<file path="src/sas_defs.svh">
// register map, field positions, reset values and phase counts of the converter sequencer
`ifndef SAS_DEFS_SVH
`define SAS_DEFS_SVH

`define SAS_OFF_CONVERTER_CONTROL 12'h000
`define SAS_OFF_RESULT_HIGH 12'h004
`define SAS_OFF_CONVERTER_CONTROL_TWO 12'h008
`define SAS_OFF_STATUS 12'h00c
`define SAS_OFF_RESULT_FULL 12'h010

`define SAS_CTL_RES_B1 7
`define SAS_CTL_RES_B0 6
`define SAS_CTL_EXT_EN 5
`define SAS_CTL_DONE 4
`define SAS_CTL_START 3
`define SAS_CTL_CHAN_HI 1
`define SAS_CTL_CHAN_LO 0
`define SAS_CTL2_CHAN2 2

`define SAS_CTL_RST 8'h00
`define SAS_CTL2_RST 8'h00
`define SAS_RESULT_RST 10'h000

`define SAS_MC_CLKS 4
`define SAS_INIT_MC 2
`define SAS_SAMPLE_MC 8
`define SAS_BIT_MC 4
`define SAS_NBITS 10
`define SAS_TOTAL_MC 52
`define SAS_SAR_TOP 10'h200

`endif

</file>
<file path="src/sas_pkg.sv">
// types shared by the converter sequencer and its approximation register
package sas_pkg;

  typedef enum logic [2:0] {
    PH_IDLE,
    PH_INIT,
    PH_SAMPLE,
    PH_CONV,
    PH_TAIL
  } sas_phase_t;

  typedef struct packed {
    logic [9:0] code;
    logic [9:0] mask;
  } sas_sar_q_t;

  typedef struct packed {
    logic [9:0] code;
    logic last;
  } sas_sar_out_t;

  typedef struct packed {
    logic load;
    logic decide;
    logic cmp_bit;
  } sas_sar_cmd_t;

  typedef struct packed {
    sas_phase_t phase;
    logic [7:0] mc_div;
    logic [5:0] ph_cnt;
    logic [2:0] trial_cnt;
    logic cmd;
    logic busy;
    logic done;
    logic ext_en;
    logic [2:0] chan;
    logic [9:0] result;
    logic trig_s1;
    logic trig_s2;
    logic trig_prev;
    logic cmp_s1;
    logic cmp_s2;
    logic pready;
    logic pslverr;
    logic [31:0] prdata;
    logic sample_en;
    sas_sar_cmd_t sar_cmd;
  } sas_q_t;

endpackage

</file>
<file path="src/sas_sar.sv">
// ten-bit successive approximation register with one trial bit at a time
`timescale 1ns/1ps
`default_nettype none
`include "sas_defs.svh"

module sas_sar (
  input wire logic clk,
  input wire logic rst_n,
  input wire sas_pkg::sas_sar_cmd_t cmd,
  output var sas_pkg::sas_sar_out_t sar_out
);

  sas_pkg::sas_sar_q_t q_r;
  sas_pkg::sas_sar_q_t q_nxt;

  always_comb begin
    q_nxt = q_r;
    if (cmd.load) begin
      // only the top bit is set for the first trial
      q_nxt.code = `SAS_SAR_TOP;
      q_nxt.mask = `SAS_SAR_TOP;
    end else if (cmd.decide && (q_r.mask != 10'h000)) begin
      // keep the trial bit when the input is above the dac voltage
      q_nxt.code = cmd.cmp_bit ? q_r.code : (q_r.code & ~q_r.mask);
      q_nxt.mask = q_r.mask >> 1;
      q_nxt.code = q_nxt.code | q_nxt.mask;
    end
  end

  always_ff @(posedge clk or negedge rst_n) begin
    if (!rst_n) begin
      q_r <= '0;
    end else begin
      q_r <= q_nxt;
    end
  end

  assign sar_out.code = q_r.code;
  assign sar_out.last = (q_r.mask == 10'h001);

endmodule
`default_nettype wire

</file>
<file path="src/sas_sequencer.sv">
// successive approximation converter sequencer with apb register bank
//
// The implementer's own choices: the address map and the APB interface to the registers.
`timescale 1ns/1ps
`default_nettype none
`include "sas_defs.svh"

module sas_sequencer #(
  parameter int MC_CLKS = `SAS_MC_CLKS,
  parameter int ADDR_W = 12
) (
  input wire logic sys_clk,
  input wire logic reset_n,
  input wire logic [ADDR_W-1:0] paddr,
  input wire logic psel,
  input wire logic penable,
  input wire logic pwrite,
  input wire logic [31:0] pwdata,
  output logic [31:0] prdata,
  output logic pready,
  output logic pslverr,
  input wire logic start_trigger_pin,
  input wire logic comparator_in,
  input wire logic idle_mode,
  input wire logic power_down_mode,
  output logic [2:0] channel_sel,
  output logic [9:0] dac_code,
  output logic sample_en,
  output logic conversion_done_flag
);

  localparam int TAIL_MC =
    `SAS_TOTAL_MC - (`SAS_INIT_MC - 1) - `SAS_SAMPLE_MC - `SAS_NBITS * `SAS_BIT_MC;
  localparam logic [7:0] MC_LAST = 8'(MC_CLKS - 1);
  localparam logic [5:0] INIT_LAST = 6'(`SAS_INIT_MC - 1);
  localparam logic [5:0] SAMPLE_LAST = 6'(`SAS_SAMPLE_MC - 1);
  localparam logic [5:0] BITS_LAST = 6'(`SAS_NBITS - 1);
  localparam logic [2:0] TRIAL_LAST = 3'(`SAS_BIT_MC - 1);
  localparam logic [5:0] TAIL_LAST = 6'(TAIL_MC - 1);

  localparam int SEL_CTL = 0;
  localparam int SEL_RES_HI = 1;
  localparam int SEL_CTL2 = 2;
  localparam int SEL_STAT = 3;
  localparam int SEL_RES = 4;

  if ((MC_CLKS < 2) || (MC_CLKS > 255)) begin : g_chk_mc
    $error("MC_CLKS must lie between 2 and 255");
  end
  if ((ADDR_W < 5) || (ADDR_W > 12)) begin : g_chk_addr
    $error("ADDR_W must lie between 5 and 12");
  end
  if ((TAIL_MC < 1) || (`SAS_BIT_MC > 8)) begin : g_chk_phase
    $error("phase counts do not fit the sequencer");
  end

  // one-hot register select, used by both the read and the write path
  function automatic logic [4:0] reg_decode(input logic [ADDR_W-1:0] addr);
    logic [11:0] a;
    a = 12'(addr);
    reg_decode = 5'h00;
    case (a)
      `SAS_OFF_CONVERTER_CONTROL: reg_decode[SEL_CTL] = 1'b1;
      `SAS_OFF_RESULT_HIGH: reg_decode[SEL_RES_HI] = 1'b1;
      `SAS_OFF_CONVERTER_CONTROL_TWO: reg_decode[SEL_CTL2] = 1'b1;
      `SAS_OFF_STATUS: reg_decode[SEL_STAT] = 1'b1;
      `SAS_OFF_RESULT_FULL: reg_decode[SEL_RES] = 1'b1;
      default: reg_decode = 5'h00;
    endcase
  endfunction

  logic [1:0] rst_sync_r;
  logic rst_n_s;
  sas_pkg::sas_q_t q_r;
  sas_pkg::sas_q_t q_nxt;
  sas_pkg::sas_sar_out_t sar_out;

  // async assert, synchronous release
  always_ff @(posedge sys_clk or negedge reset_n) begin
    if (!reset_n) begin
      rst_sync_r <= 2'b00;
    end else begin
      rst_sync_r <= {rst_sync_r[0], 1'b1};
    end
  end
  assign rst_n_s = rst_sync_r[1];

  sas_sar u_sar (
    .clk(sys_clk),
    .rst_n(rst_n_s),
    .cmd(q_r.sar_cmd),
    .sar_out(sar_out)
  );

  logic mc_tick;
  logic ext_edge;
  logic abort;
  logic apb_acc;
  logic wr_go;
  logic [4:0] sel;
  logic [7:0] ctl_rd;

  always_comb begin
    q_nxt = q_r;
    q_nxt.sar_cmd.load = 1'b0;
    q_nxt.sar_cmd.decide = 1'b0;

    // trigger and comparator pins pass two flops before use
    q_nxt.trig_s1 = start_trigger_pin;
    q_nxt.trig_s2 = q_r.trig_s1;
    q_nxt.cmp_s1 = comparator_in;
    q_nxt.cmp_s2 = q_r.cmp_s1;

    mc_tick = (q_r.mc_div == MC_LAST);
    q_nxt.mc_div = mc_tick ? 8'h00 : 8'(q_r.mc_div + 8'h01);

    // pin edge looked at only at machine cycle ends; a pulse of MC_CLKS cycles is always seen
    ext_edge = q_r.ext_en && q_r.trig_s2 && !q_r.trig_prev;
    if (mc_tick) begin
      q_nxt.trig_prev = q_r.trig_s2;
    end

    abort = idle_mode || power_down_mode;

    // apb: one wait state, read data latched in the first access cycle
    apb_acc = psel && penable;
    sel = reg_decode(paddr);
    wr_go = apb_acc && q_r.pready && pwrite;
    ctl_rd = {q_r.result[1:0], q_r.ext_en, q_r.done, q_r.busy, 1'b0, q_r.chan[1:0]};
    q_nxt.pready = apb_acc && !q_r.pready;
    q_nxt.pslverr = apb_acc && !q_r.pready && (sel == 5'h00);
    if (apb_acc && !q_r.pready) begin
      case (1'b1)
        sel[SEL_CTL]: q_nxt.prdata = {24'h000000, ctl_rd};
        sel[SEL_RES_HI]: q_nxt.prdata = {24'h000000, q_r.result[9:2]};
        sel[SEL_CTL2]: q_nxt.prdata = {29'h00000000, q_r.chan[2], 2'b00};
        sel[SEL_STAT]: q_nxt.prdata = {26'h0000000, q_r.phase, q_r.cmd, q_r.busy,
          q_r.sample_en};
        sel[SEL_RES]: q_nxt.prdata = {22'h000000, q_r.result};
        default: q_nxt.prdata = 32'h00000000;
      endcase
    end else if (!apb_acc) begin
      q_nxt.prdata = 32'h00000000;
    end

    if (wr_go && sel[SEL_CTL]) begin
      q_nxt.ext_en = pwdata[`SAS_CTL_EXT_EN];
      q_nxt.chan[1:0] = pwdata[`SAS_CTL_CHAN_HI:`SAS_CTL_CHAN_LO];
      // a start written while a conversion runs is dropped, not queued
      if (pwdata[`SAS_CTL_START] && (q_r.phase == sas_pkg::PH_IDLE) && !abort) begin
        q_nxt.cmd = 1'b1;
      end
      // writing zero clears done, writing one leaves it
      if (!pwdata[`SAS_CTL_DONE]) begin
        q_nxt.done = 1'b0;
      end
    end
    if (wr_go && sel[SEL_CTL2]) begin
      q_nxt.chan[2] = pwdata[`SAS_CTL2_CHAN2];
    end

    case (q_r.phase)
      sas_pkg::PH_IDLE: begin
        if (mc_tick && !abort && (q_r.cmd || ext_edge)) begin
          q_nxt.phase = sas_pkg::PH_INIT;
          q_nxt.ph_cnt = 6'h00;
          q_nxt.cmd = 1'b0;
          q_nxt.done = 1'b0;
        end
      end
      sas_pkg::PH_INIT: begin
        if (mc_tick) begin
          if (q_r.ph_cnt == 6'h00) begin
            q_nxt.busy = 1'b1;
          end
          if (q_r.ph_cnt == INIT_LAST) begin
            q_nxt.phase = sas_pkg::PH_SAMPLE;
            q_nxt.ph_cnt = 6'h00;
            q_nxt.sample_en = 1'b1;
          end else begin
            q_nxt.ph_cnt = 6'(q_r.ph_cnt + 6'h01);
          end
        end
      end
      sas_pkg::PH_SAMPLE: begin
        if (mc_tick) begin
          if (q_r.ph_cnt == SAMPLE_LAST) begin
            q_nxt.phase = sas_pkg::PH_CONV;
            q_nxt.ph_cnt = 6'h00;
            q_nxt.trial_cnt = 3'h0;
            q_nxt.sample_en = 1'b0;
            q_nxt.sar_cmd.load = 1'b1;
          end else begin
            q_nxt.ph_cnt = 6'(q_r.ph_cnt + 6'h01);
          end
        end
      end
      sas_pkg::PH_CONV: begin
        if (mc_tick) begin
          if (q_r.trial_cnt == TRIAL_LAST) begin
            // comparator taken once, at the close of the trial
            q_nxt.sar_cmd.decide = 1'b1;
            q_nxt.sar_cmd.cmp_bit = q_r.cmp_s2;
            q_nxt.trial_cnt = 3'h0;
            if (q_r.ph_cnt == BITS_LAST) begin
              q_nxt.phase = sas_pkg::PH_TAIL;
              q_nxt.ph_cnt = 6'h00;
            end else begin
              q_nxt.ph_cnt = 6'(q_r.ph_cnt + 6'h01);
            end
          end else begin
            q_nxt.trial_cnt = 3'(q_r.trial_cnt + 3'h1);
          end
        end
      end
      sas_pkg::PH_TAIL: begin
        if (mc_tick) begin
          if (q_r.ph_cnt == TAIL_LAST) begin
            // result only moves here, so a finished one survives idle entry
            q_nxt.result = sar_out.code;
            q_nxt.done = 1'b1;
            q_nxt.busy = 1'b0;
            q_nxt.phase = sas_pkg::PH_IDLE;
            q_nxt.ph_cnt = 6'h00;
          end else begin
            q_nxt.ph_cnt = 6'(q_r.ph_cnt + 6'h01);
          end
        end
      end
      default: begin
        q_nxt.phase = sas_pkg::PH_IDLE;
      end
    endcase

    // leaving run mode kills the conversion in flight but never the stored result
    if (abort) begin
      q_nxt.cmd = 1'b0;
      if (q_r.phase != sas_pkg::PH_IDLE) begin
        q_nxt.phase = sas_pkg::PH_IDLE;
        q_nxt.busy = 1'b0;
        q_nxt.sample_en = 1'b0;
        q_nxt.ph_cnt = 6'h00;
        q_nxt.sar_cmd.load = 1'b0;
        q_nxt.sar_cmd.decide = 1'b0;
        q_nxt.done = q_r.done;
        q_nxt.result = q_r.result;
      end
    end
  end

  always_ff @(posedge sys_clk or negedge rst_n_s) begin
    if (!rst_n_s) begin
      q_r <= '0;
    end else begin
      q_r <= q_nxt;
    end
  end

  assign prdata = q_r.prdata;
  assign pready = q_r.pready;
  assign pslverr = q_r.pslverr;
  assign channel_sel = q_r.chan;
  assign dac_code = sar_out.code;
  assign sample_en = q_r.sample_en;
  assign conversion_done_flag = q_r.done;

endmodule
`default_nettype wire

</file>
<file path="config.mk">
export PLATFORM = sky130hd
export DESIGN_NAME = sas_sequencer
export DESIGN_NICKNAME = d
export VERILOG_FILES = /design/src/sas_pkg.sv /design/src/sas_sar.sv /design/src/sas_sequencer.sv
export VERILOG_INCLUDE_DIRS = /design/src /design/src/src
export SDC_FILE = /design/constraint.sdc
export NUM_CORES = 1
export LEC_CHECK = 0
export ABC_CLOCK_PERIOD_IN_PS = 6050
export BUFFER_PORTS_ARGS = -buffer_cell sky130_fd_sc_hd__buf_2
export CAP_MARGIN = 30
export CORE_MARGIN = 4
export CORE_UTILIZATION = 45
export DETAILED_ROUTE_END_ITERATION = 16
export HOLD_SLACK_MARGIN = 0.08
export PLACE_DENSITY = 0.68
export SKIP_LAST_GASP = 1
export SLEW_MARGIN = 40
export SYNTH_ARGS = -nofsm -noshare
export SYNTH_HDL_FRONTEND = slang
export SYNTH_HIERARCHICAL = 1
export SYNTH_SLANG_ARGS = --single-unit
</file>
<file path="constraint.sdc">
create_clock -name sys_clk -period 6.05 [get_ports sys_clk]
set_input_delay 1.21 -clock sys_clk [delete_from_list [all_inputs] [get_ports sys_clk]]
set_output_delay 1.21 -clock sys_clk [all_outputs]
set_load 0.005 [all_outputs]
</file>
Word-level counts from Yosys, hierarchy flattened
Cells that the tools add are included.

cells by class
  $add $sub $neg = 3
  $mul = 0
  divide/modulo/power cells = 0
  $lt $le $gt $ge = 0
  equality and inequality tests = 19
  shift-type cells = 0
  muxes and demuxes = 76
  bitwise logic cells = 3
  reductions and logical operators = 29

operators with widths
  operator                                              count
  two-way mux 10 bit                                    11
  two-way mux 32 bit                                    2
  two-way mux 6 bit                                     10
  two-way mux 3 bit                                     17
  two-way mux 20 bit                                    2
  one-hot mux 6 bit (5 select lines)                    1
  equality test 12 x 4 -> 1 bit, second input constant  2
  two-way mux 2 bit                                     9
  two-way mux 9 bit                                     2
  two-way mux 1 bit                                     16
  one-hot mux 3 bit (5 select lines)                    1
  logical AND 1 bit                                     14
  equality test 12 x 3 -> 1 bit, second input constant  1
  equality test 12 x 5 -> 1 bit, second input constant  1
  logical NOT 12 bit                                    1
  AND 10 bit                                            1
  inequality test 2 bit, second input constant          5
  NOT 10 bit                                            1
  OR 10 x 9 -> 10 bit                                   1
  nonzero test 10 bit                                   1
  equality test 3 x 2 -> 1 bit, second input constant   3
  adder 8 x 1 -> 8 bit, second input constant           1
  equality test 8 x 2 -> 1 bit, second input constant   1
  two-way mux 8 bit                                     1
  other kinds (19)                                      25

word-level totals
  register bits after elaboration = 102
  bits in latches = 0
  RAM bits = 0
  memory bits (read-only) = 0
  input port bits = 53
  output and inout port bits = 49
  logic and storage cells = 156
  memories kept = 0

Depth between registers and ports, before layout
Gate-level depths: netlist (run 1).

  depth in word-level cells = 10
  mapped depth = 7
  gate-level depth less buffers = 6

By module
Netlist (run 1), hierarchy kept.

modules (own cells, without submodules)
  module         times used  cells an instance  area each (um^2)
  sas_sequencer  1           367                3457.1
  sas_sar        1           90                 902.1

Worst setup path before layout (run 1)
Ideal clock, no wire load.

  kind = input -> register
  start point = input port paddr[1]
  end point = register q_r, in the netlist channel_sel[2]
  setup time = 125 ps
  arrival = 2728 ps
  slack = 3197 ps
  cell stages on the path = 4
  cells stage by stage = or4_1 nand3b_1 nor4b_1 mux2_2

on the way
  word-level cells in the longest chain between the ends = 3

RTL lines
  item                           line                  RTL
  start: declaration             sas_sequencer.sv:14   input wire logic [ADDR_W-1:0] paddr,
  equality test 12 x 4 -> 1 bit  sas_sequencer.sv:62   case (a)
  two-way mux 1 bit              sas_sequencer.sv:62
  logical AND 1 bit              sas_sequencer.sv:158  if (wr_go && sel[SEL_CTL2]) begin
  end signal: assignment         sas_sequencer.sv:255  q_r <= q_nxt;
  end: declaration               sas_sequencer.sv:74   sas_pkg::sas_q_t q_r;

No other way between the ends.
A chain may end at the register's enable or synchronous reset.

Worst setup path in the final report (run 1)
  start point = input port paddr[1]
  end point = register q_r, in the netlist channel_sel[0]

on the way
  word-level cells in the longest chain between the ends = 3

RTL lines
  item                line                  RTL
  logical NOT 12 bit  sas_sequencer.sv:62
  two-way mux 1 bit   sas_sequencer.sv:62
  logical AND 1 bit   sas_sequencer.sv:146  if (wr_go && sel[SEL_CTL]) begin

No other way between the ends.

==> results of run 1 <==
## power by group through the flow
stage	logic, mW	clock network [mW]	registers [mW]
after CTS	0.102	0.419	0.573
final	0.102	0.409	0.573
after detailed placement	0.101	0	0.583
after global routing	0.115	0.440	0.577
after global placement	0.0927	0	0.588
after floorplan	0.0905	0	0.573
## final cells by class
| type | count | area (um^2) |
|---|---|---|
| inverter | 14 | 52.6 |
| multi-input combinational | 316 | 1930 |
| clock inverter | 7 | 77.6 |
| tap | 129 | 161 |
| clock buffer | 9 | 124 |
| sequential | 80 | 2010 |
| fill | 886 | 4640 |
| timing repair buffer | 54 | 285 |
## layer usage
metal / GRT usage [%] / vias to the layer above
met1: 23.3 / 1650
met5: 0 / -
met2: 27.1 / 138
met3: 4.01 / 27
met4: 7.68 / 0
li1: - / 1580
## flip-flops by register name, summed over array words and instances, names as in the netlist, 2 cells and up
| register | count |
|---|---|
| u_sar/q_r | 10 |
| ctl_rd | 4 |
| rst_sync_r | 2 |
| prdata | 10 |
| q_r | 35 |
| u_sar/sar_out | 10 |
| q_nxt | 2 |
| channel_sel | 3 |
## worst paths after layout
path	start	to	slack, ns	cells past startpoint
min in group sys_clk	q_nxt[38]	q_r[38]	0.36	0
max in group asynchronous	rst_sync_r[1]	channel_sel[2]	5.13	1
min reg2reg	rst_sync_r[1]	u_sar/q_r[3]	0.31	0
max	paddr[1]	channel_sel[0]	3.26	5
min	rst_sync_r[1]	u_sar/q_r[3]	0.31	0
max reg2reg	q_r[69]	ctl_rd[6]	3.35	5
==> Flow_metrics.wiki, run 1 <==
{| class="wikitable"
! Metric !! Value
|-
| Result of the run || finished, final reports clean
|-
| Largest fanout on the critical path || 8
|-
| Number of warnings reported in the yosys synthesis log || 6
|-
| Total inserted antenna cells || 0
|-
| WL/cell || 15.6 um
|-
| Vias post-DR || 3395
|-
| # rows || 35
|-
| Avg Synthesized Cell Area || 9.56 um^2
|-
| Slew headroom || 45.8%
|-
| Top layer reached by signal wires || met4
|-
| Port Buffers || 53
|-
| Clock latency at the later pin of the worst-skew pair || 0.35 ns
|-
| Drc violations || 0
|-
| Post-synthesis to final-layout area growth || 7.14%
|-
| Part of the cycle the worst path needs || 46.1%
|-
| Half-perimeter wire length after placement || 6.88 mm
|-
| Minimum setup slack in the final design || 3.26 ns
|-
| Most common cell after layout, fill and taps aside || sky130_fd_sc_hd__dfrtp_1
|-
| Wire length of the first global-routing pass || 15.8 mm
|-
| Detailed route wirelength on metal3 || 644 um
|-
| Setup slack after placement || 2.90 ns
|-
| Kind of cell adding the most delay to the critical path || simple AND/OR/NAND/NOR gates
|-
| Setup repair after global routing missed its margin || no
|-
| Data required time of the worst path || 6.30 ns
|-
| Final critical-path required period || 2.79 ns
|-
| Cell area after technology mapping || 4330 um^2
|-
| Core ar. || 9280 um^2
|-
| Kind of end point of the critical path || register
|-
| Total setup buffers inserted after CTS || 0
|-
| Worst-path cell with the longest stage delay || sky130_fd_sc_hd__or4_1
|-
| Net Sw Frac || 27.5%
|-
| Starting utilization of the core area || 46.6%
|-
| Type of the most critical hold path || register to async pin
|-
| Post-route insts no fill || 609
|-
| Part of the power in combinational logic || 9.5%
|-
| Part of the power in the clock network || 37.7%
|-
| Iteration-0 DRC count of the detailed router || 241
|-
| Initial antenna violation count || 0
|-
| Max incr delay on CP || 0.52 ns
|-
| Via count of the first global-routing pass || 3212
|-
| Overall power || 1.08 mW
|-
| Data arrival time of the critical path || 3.04 ns
|-
| Final core area utilization || 50.0%
|-
| Sw Pwr || 298 uW
|-
| Longest Clk Path Bufs || 2
|-
| Routed metal-1 wirelength || 4.15 mm
|-
| Total power divided by cell area || 234 nW/um^2
|-
| Leakage power figure || 2.22 nW
|-
| Overall fraction of global-route tracks in use || 17.4%
|-
| Clock root buffer || sky130_fd_sc_hd__clkbuf_8
|-
| Post-layout instance area || 4640 um^2
|-
| Worst Max-Slew Pin Slew || 0.807 ns
|-
| Highest-count cells in the layout ignoring fill and taps || sky130_fd_sc_hd__dfrtp_1 (79), sky130_fd_sc_hd__nand2_1 (58), sky130_fd_sc_hd__buf_2 (53)
|-
| DRT antenna net count || 0
|-
| Wire length reported by the detailed router || 9.53 mm
|-
| RePlAce Congestion || 0.919
|-
| Vertical extent of the die || 106 um
|-
| Post-cts repair resize count || 0
|-
| Reg power frac || 52.8%
|-
| TritonCTS clock tree || yes
|-
| Achievable Freq || 0.358 GHz
|-
| Clock-pin slew on the worst setup and hold paths || 0.09 ns
|-
| Worst VDD drop || 0.0988 mV
|-
| Clock buffer count from CTS || 9
|-
| Mapped Cells || 453
|-
| Max Transition Viols Final || 0
|-
| Power Internal || 786 uW
|-
| Total number of H-tree levels || 3
|-
| Die width || 106 um
|-
| Total negative slack || 0 ns
|-
| Number of max-cap violations || 0
|-
| Post-layout nets || 534
|-
| Clock Skews || 0.0116 ns
|-
| Pin count of the biggest net entering global routing || 41
|-
| Setup-failing EPs final || 0
|-
| List of cells traversed by the critical path || buf_2 > or4_1 > nand4b_1 > nor2_1 > mux2_2
|-
| Final hold violation count || 0
|-
| Startpoint kind of the worst setup timing path || input pin
|-
| Area of the die || 11300 um^2
|-
| Number of clock sinks || 80
|-
| Worst hold slack after final layout || 0.311 ns
|-
| Share of cells above drive strength 1 || 20.6%
|-
| I/O pin count || 102
|-
| Area after detailed placement || 4440 um^2
|-
| Routed wire length on met2 || 4.49 mm
|-
| Start-to-end type of the worst setup path || input pin to register
|-
| Congestion Overflow GR || 0
|-
| Placed cell count || 593
|-
| Buffer and inverter count on the worst path || 1
|-
| Number of buffers inserted for hold repair after clock tree synthesis || 0
|-
| Number of iterations in the first detailed-routing pass || 4
|-
| Vias per Instance || 5.57
|}
(Power assumes the default switching activity.)
==> run 2: changes to the inputs <==
- ABC_AREA: unset -> 1
- ABC_CLOCK_PERIOD_IN_PS: 6050 -> 2500
- PLACE_DENSITY: 0.68 -> 0.7
- clock period: 6.05 -> 2.5 ns (I/O delays scaled with it)
==> Flow_metrics.wiki, run 2 <==
{| class="wikitable"
! Metric !! Value
|-
| Result of the run || finished, final reports clean (unchanged)
|-
| Wire length reported by the detailed router || 10.7 mm (was 9.53 mm)
|-
| Via count of the first global-routing pass || 3718 (was 3212)
|-
| Achievable Freq || 0.501 GHz
|-
| Mapped Cells || 628 (was 453)
|-
| Total inserted antenna cells || 0 (unchanged)
|-
| Largest register FFs || 35 (unchanged)
|-
| Clock buffer count from CTS || 9 (unchanged)
|-
| Drc violations || 0 (unchanged)
|-
| Reg power frac || 56.8% (was 52.8%)
|-
| Longest Clk Path Bufs || 2 (unchanged)
|-
| Final hold violation count || 0 (unchanged)
|-
| Worst Max-Slew Pin Slew || 0.784 ns (was 0.807 ns)
|-
| Overall power || 2.40 mW (was 1.08 mW)
|-
| Net Sw Frac || 27.0% (was 27.5%)
|-
| Share of cells above drive strength 1 || 16.2% (was 20.6%)
|-
| Clock latency at the later pin of the worst-skew pair || 0.36 ns (was 0.35 ns)
|-
| Number of warnings reported in the yosys synthesis log || 6 (unchanged)
|-
| Pin count of the biggest net entering global routing || 66 (was 41)
|-
| Start-to-end type of the worst setup path || register to register (was input pin to register)
|-
| Total setup buffers inserted after CTS || 0 (unchanged)
|-
| Worst r2r path cells || 10 (was 5)
|-
| Final critical-path required period || 1.99 ns
|-
| Vias post-DR || 3986 (was 3395)
|-
| Crit Reg-Reg Startpoint || q_r[69] (unchanged)
|-
| Slew headroom || 47.5% (was 45.8%)
|-
| Post-layout nets || 722 (was 534)
|-
| Port Buffers || 53 (unchanged)
|-
| Part of the cycle the worst path needs || 79.8%
|-
| Area of the die || 12100 um^2 (was 11300 um^2)
|-
| Worst hold slack after final layout || 0.184 ns (was 0.311 ns)
|-
| Vertical extent of the die || 110 um (was 106 um)
|-
| Data arrival time of the critical path || 2.24 ns (was 3.04 ns)
|-
| Sw Pwr || 648 uW (was 298 uW)
|-
| TritonCTS clock tree || yes (unchanged)
|-
| Cell area after technology mapping || 4680 um^2 (was 4330 um^2)
|-
| End point of the critical path || q_r[63] (was channel_sel[0])
|-
| Count of filler cells inserted in the layout || 948 (was 886)
|-
| I/O pin count || 102 (unchanged)
|-
| Data required time of the worst path || 2.75 ns (was 6.30 ns)
|-
| List of cells traversed by the critical path || ha_1 > nand2_1 > nor2_1 > nand2_1 > nand2_1 > nand3_1 > a21oi_1 > nor2_1 > nor2_1 > nor2_1 (was buf_2 > or4_1 > nand4b_1 > nor2_1 > mux2_2)
|-
| Part of the power in the clock network || 34.7% (was 37.7%)
|-
| Largest register by flop count || q_r (unchanged)
|-
| Worst VDD drop || 0.267 mV (was 0.0988 mV)
|-
| Wire length of the first global-routing pass || 17.4 mm (was 15.8 mm)
|-
| Number of max-cap violations || 0 (unchanged)
|-
| WL/cell || 13.3 um (was 15.6 um)
|-
| Number of iterations in the first detailed-routing pass || 5 (was 4)
|-
| Core ar. || 9950 um^2 (was 9280 um^2)
|-
| Vias per Instance || 4.98 (was 5.57)
|-
| Overall fraction of global-route tracks in use || 18.4% (was 17.4%)
|-
| Starting utilization of the core area || 47.0% (was 46.6%)
|-
| Type of the most critical hold path || register to async pin (unchanged)
|-
| Clock Skews || 0.00758 ns (was 0.0116 ns)
|-
| Setup repair after global routing missed its margin || no (unchanged)
|-
| Number of clock sinks || 80 (unchanged)
|-
| Half-perimeter wire length after placement || 7.93 mm (was 6.88 mm)
|-
| Die width || 110 um (was 106 um)
|-
| Most used cell along the critical path || sky130_fd_sc_hd__nor2_1
|-
| Setup-failing EPs final || 0 (unchanged)
|-
| Post-layout instance area || 5030 um^2 (was 4640 um^2)
|-
| Slack of the worst reg-to-reg path || 0.51 ns (was 3.35 ns)
|-
| Total negative slack || 0 ns (unchanged)
|-
| Iteration-0 DRC count of the detailed router || 316 (was 241)
|-
| Post-route insts no fill || 800 (was 609)
|-
| Largest fanout on the critical path || 12 (was 8)
|-
| Total number of H-tree levels || 3 (unchanged)
|-
| Highest-count cells in the layout ignoring fill and taps || sky130_fd_sc_hd__nand2_1 (176), sky130_fd_sc_hd__dfrtp_1 (79), sky130_fd_sc_hd__inv_1 (66) (was sky130_fd_sc_hd__dfrtp_1 (79), sky130_fd_sc_hd__nand2_1 (58), sky130_fd_sc_hd__buf_2 (53))
|-
| Total power divided by cell area || 476 nW/um^2 (was 234 nW/um^2)
|-
| Max Transition Viols Final || 0 (unchanged)
|-
| Post-cts repair resize count || 0 (unchanged)
|-
| Congestion Overflow GR || 0 (unchanged)
|-
| Startpoint kind of the worst setup timing path || register (was input pin)
|-
| Crit path from || q_r[69] (was paddr[1])
|-
| Leakage power figure || 2.77 nW (was 2.22 nW)
|-
| Most common cell after layout, fill and taps aside || sky130_fd_sc_hd__nand2_1 (was sky130_fd_sc_hd__dfrtp_1)
|-
| Part of the power in combinational logic || 8.5% (was 9.5%)
|-
| Area after detailed placement || 4860 um^2 (was 4440 um^2)
|-
| Clock-pin slew on the worst setup and hold paths || 0.08 ns (was 0.09 ns)
|-
| Post-synthesis to final-layout area growth || 7.48% (was 7.14%)
|-
| Number of buffers inserted for hold repair after clock tree synthesis || 1 (was 0)
|-
| Worst-path cell with the longest stage delay || sky130_fd_sc_hd__dfrtp_1 (was sky130_fd_sc_hd__or4_1)
|-
| DRT antenna net count || 0 (unchanged)
|-
| # rows || 36 (was 35)
|-
| Avg Synthesized Cell Area || 7.46 um^2 (was 9.56 um^2)
|-
| Placed cell count || 784 (was 593)
|-
| Power Internal || 1.75 mW (was 786 uW)
|-
| Kind of end point of the critical path || register (unchanged)
|-
| Worst flop-to-flop path endpoint || q_r[63] (was ctl_rd[6])
|-
| Clock root buffer || sky130_fd_sc_hd__clkbuf_8 (unchanged)
|-
| Max incr delay on CP || 0.37 ns (was 0.52 ns)
|-
| Initial antenna violation count || 0 (unchanged)
|-
| RePlAce Congestion || 0.927 (was 0.919)
|}
==> run 2: power groups by stage <==
stage	clock [mW]	sequential (mW)	combinational (mW)
floorplan	0	1.38	0.155
global placement	0	1.39	0.199
detailed placement	0	1.39	0.201
CTS	0.865	1.36	0.203
global route	0.926	1.37	0.238
finish	0.832	1.36	0.203
==> run 2: critical path, delay by kind of cell, from the launching register on <==
kind / cells / cell delay [ns]
flops: 1 / 0.37
compound gates: 1 / 0.22
fa+ha+maj: 1 / 0.22
simple gates: 8 / 1.09
==> run 2: routing by layer <==
| metal | track usage, % | vias up | routed length (um) |
|---|---|---|---|
| met5 | 0 | - | 0 |
| met4 | 8.28 | 0 | 256 |
| met3 | 2.68 | 19 | 578 |
| met2 | 29.7 | 117 | 4970 |
| met1 | 24.6 | 1855 | 4870 |
| li1 | - | 1995 | - |
==> run 2: cell type report <==
class                   count  area (um^2)  share of cell area (%)
clock buffers              10          128                    2.54
clock inverters             5         33.8                   0.671
inverters                  81          304                    6.04
multi-input cells         432         2060                    40.9
flip-flops and latches     80         2010                    39.8
well taps                 133          166                    3.31
repair buffers             59          338                    6.71
==> run 2: how the worst min path moves through the flow <==
stage,from,to,slack [ns],cells past startpoint
floorplan,reset_n,rst_sync_r[0],0.20,0
global placement,rst_sync_r[1],q_nxt[38],0.18,0
detailed placement,rst_sync_r[1],q_nxt[38],0.18,0
CTS,rst_sync_r[1],q_r[72],0.19,0
global route,rst_sync_r[1],q_r[76],0.20,0
finish,rst_sync_r[1],q_r[76],0.18,0
==> run 2: metrics by stage <==
stage	utilization, %	worst slack (ns)
2_1_floorplan	-	0.107
3_3_place_gp	48.8	0.436
3_5_place_dp	48.8	0.407
4_1_cts	50.6	0.513
5_1_grt	50.6	0.265
6_report	50.6	0.505
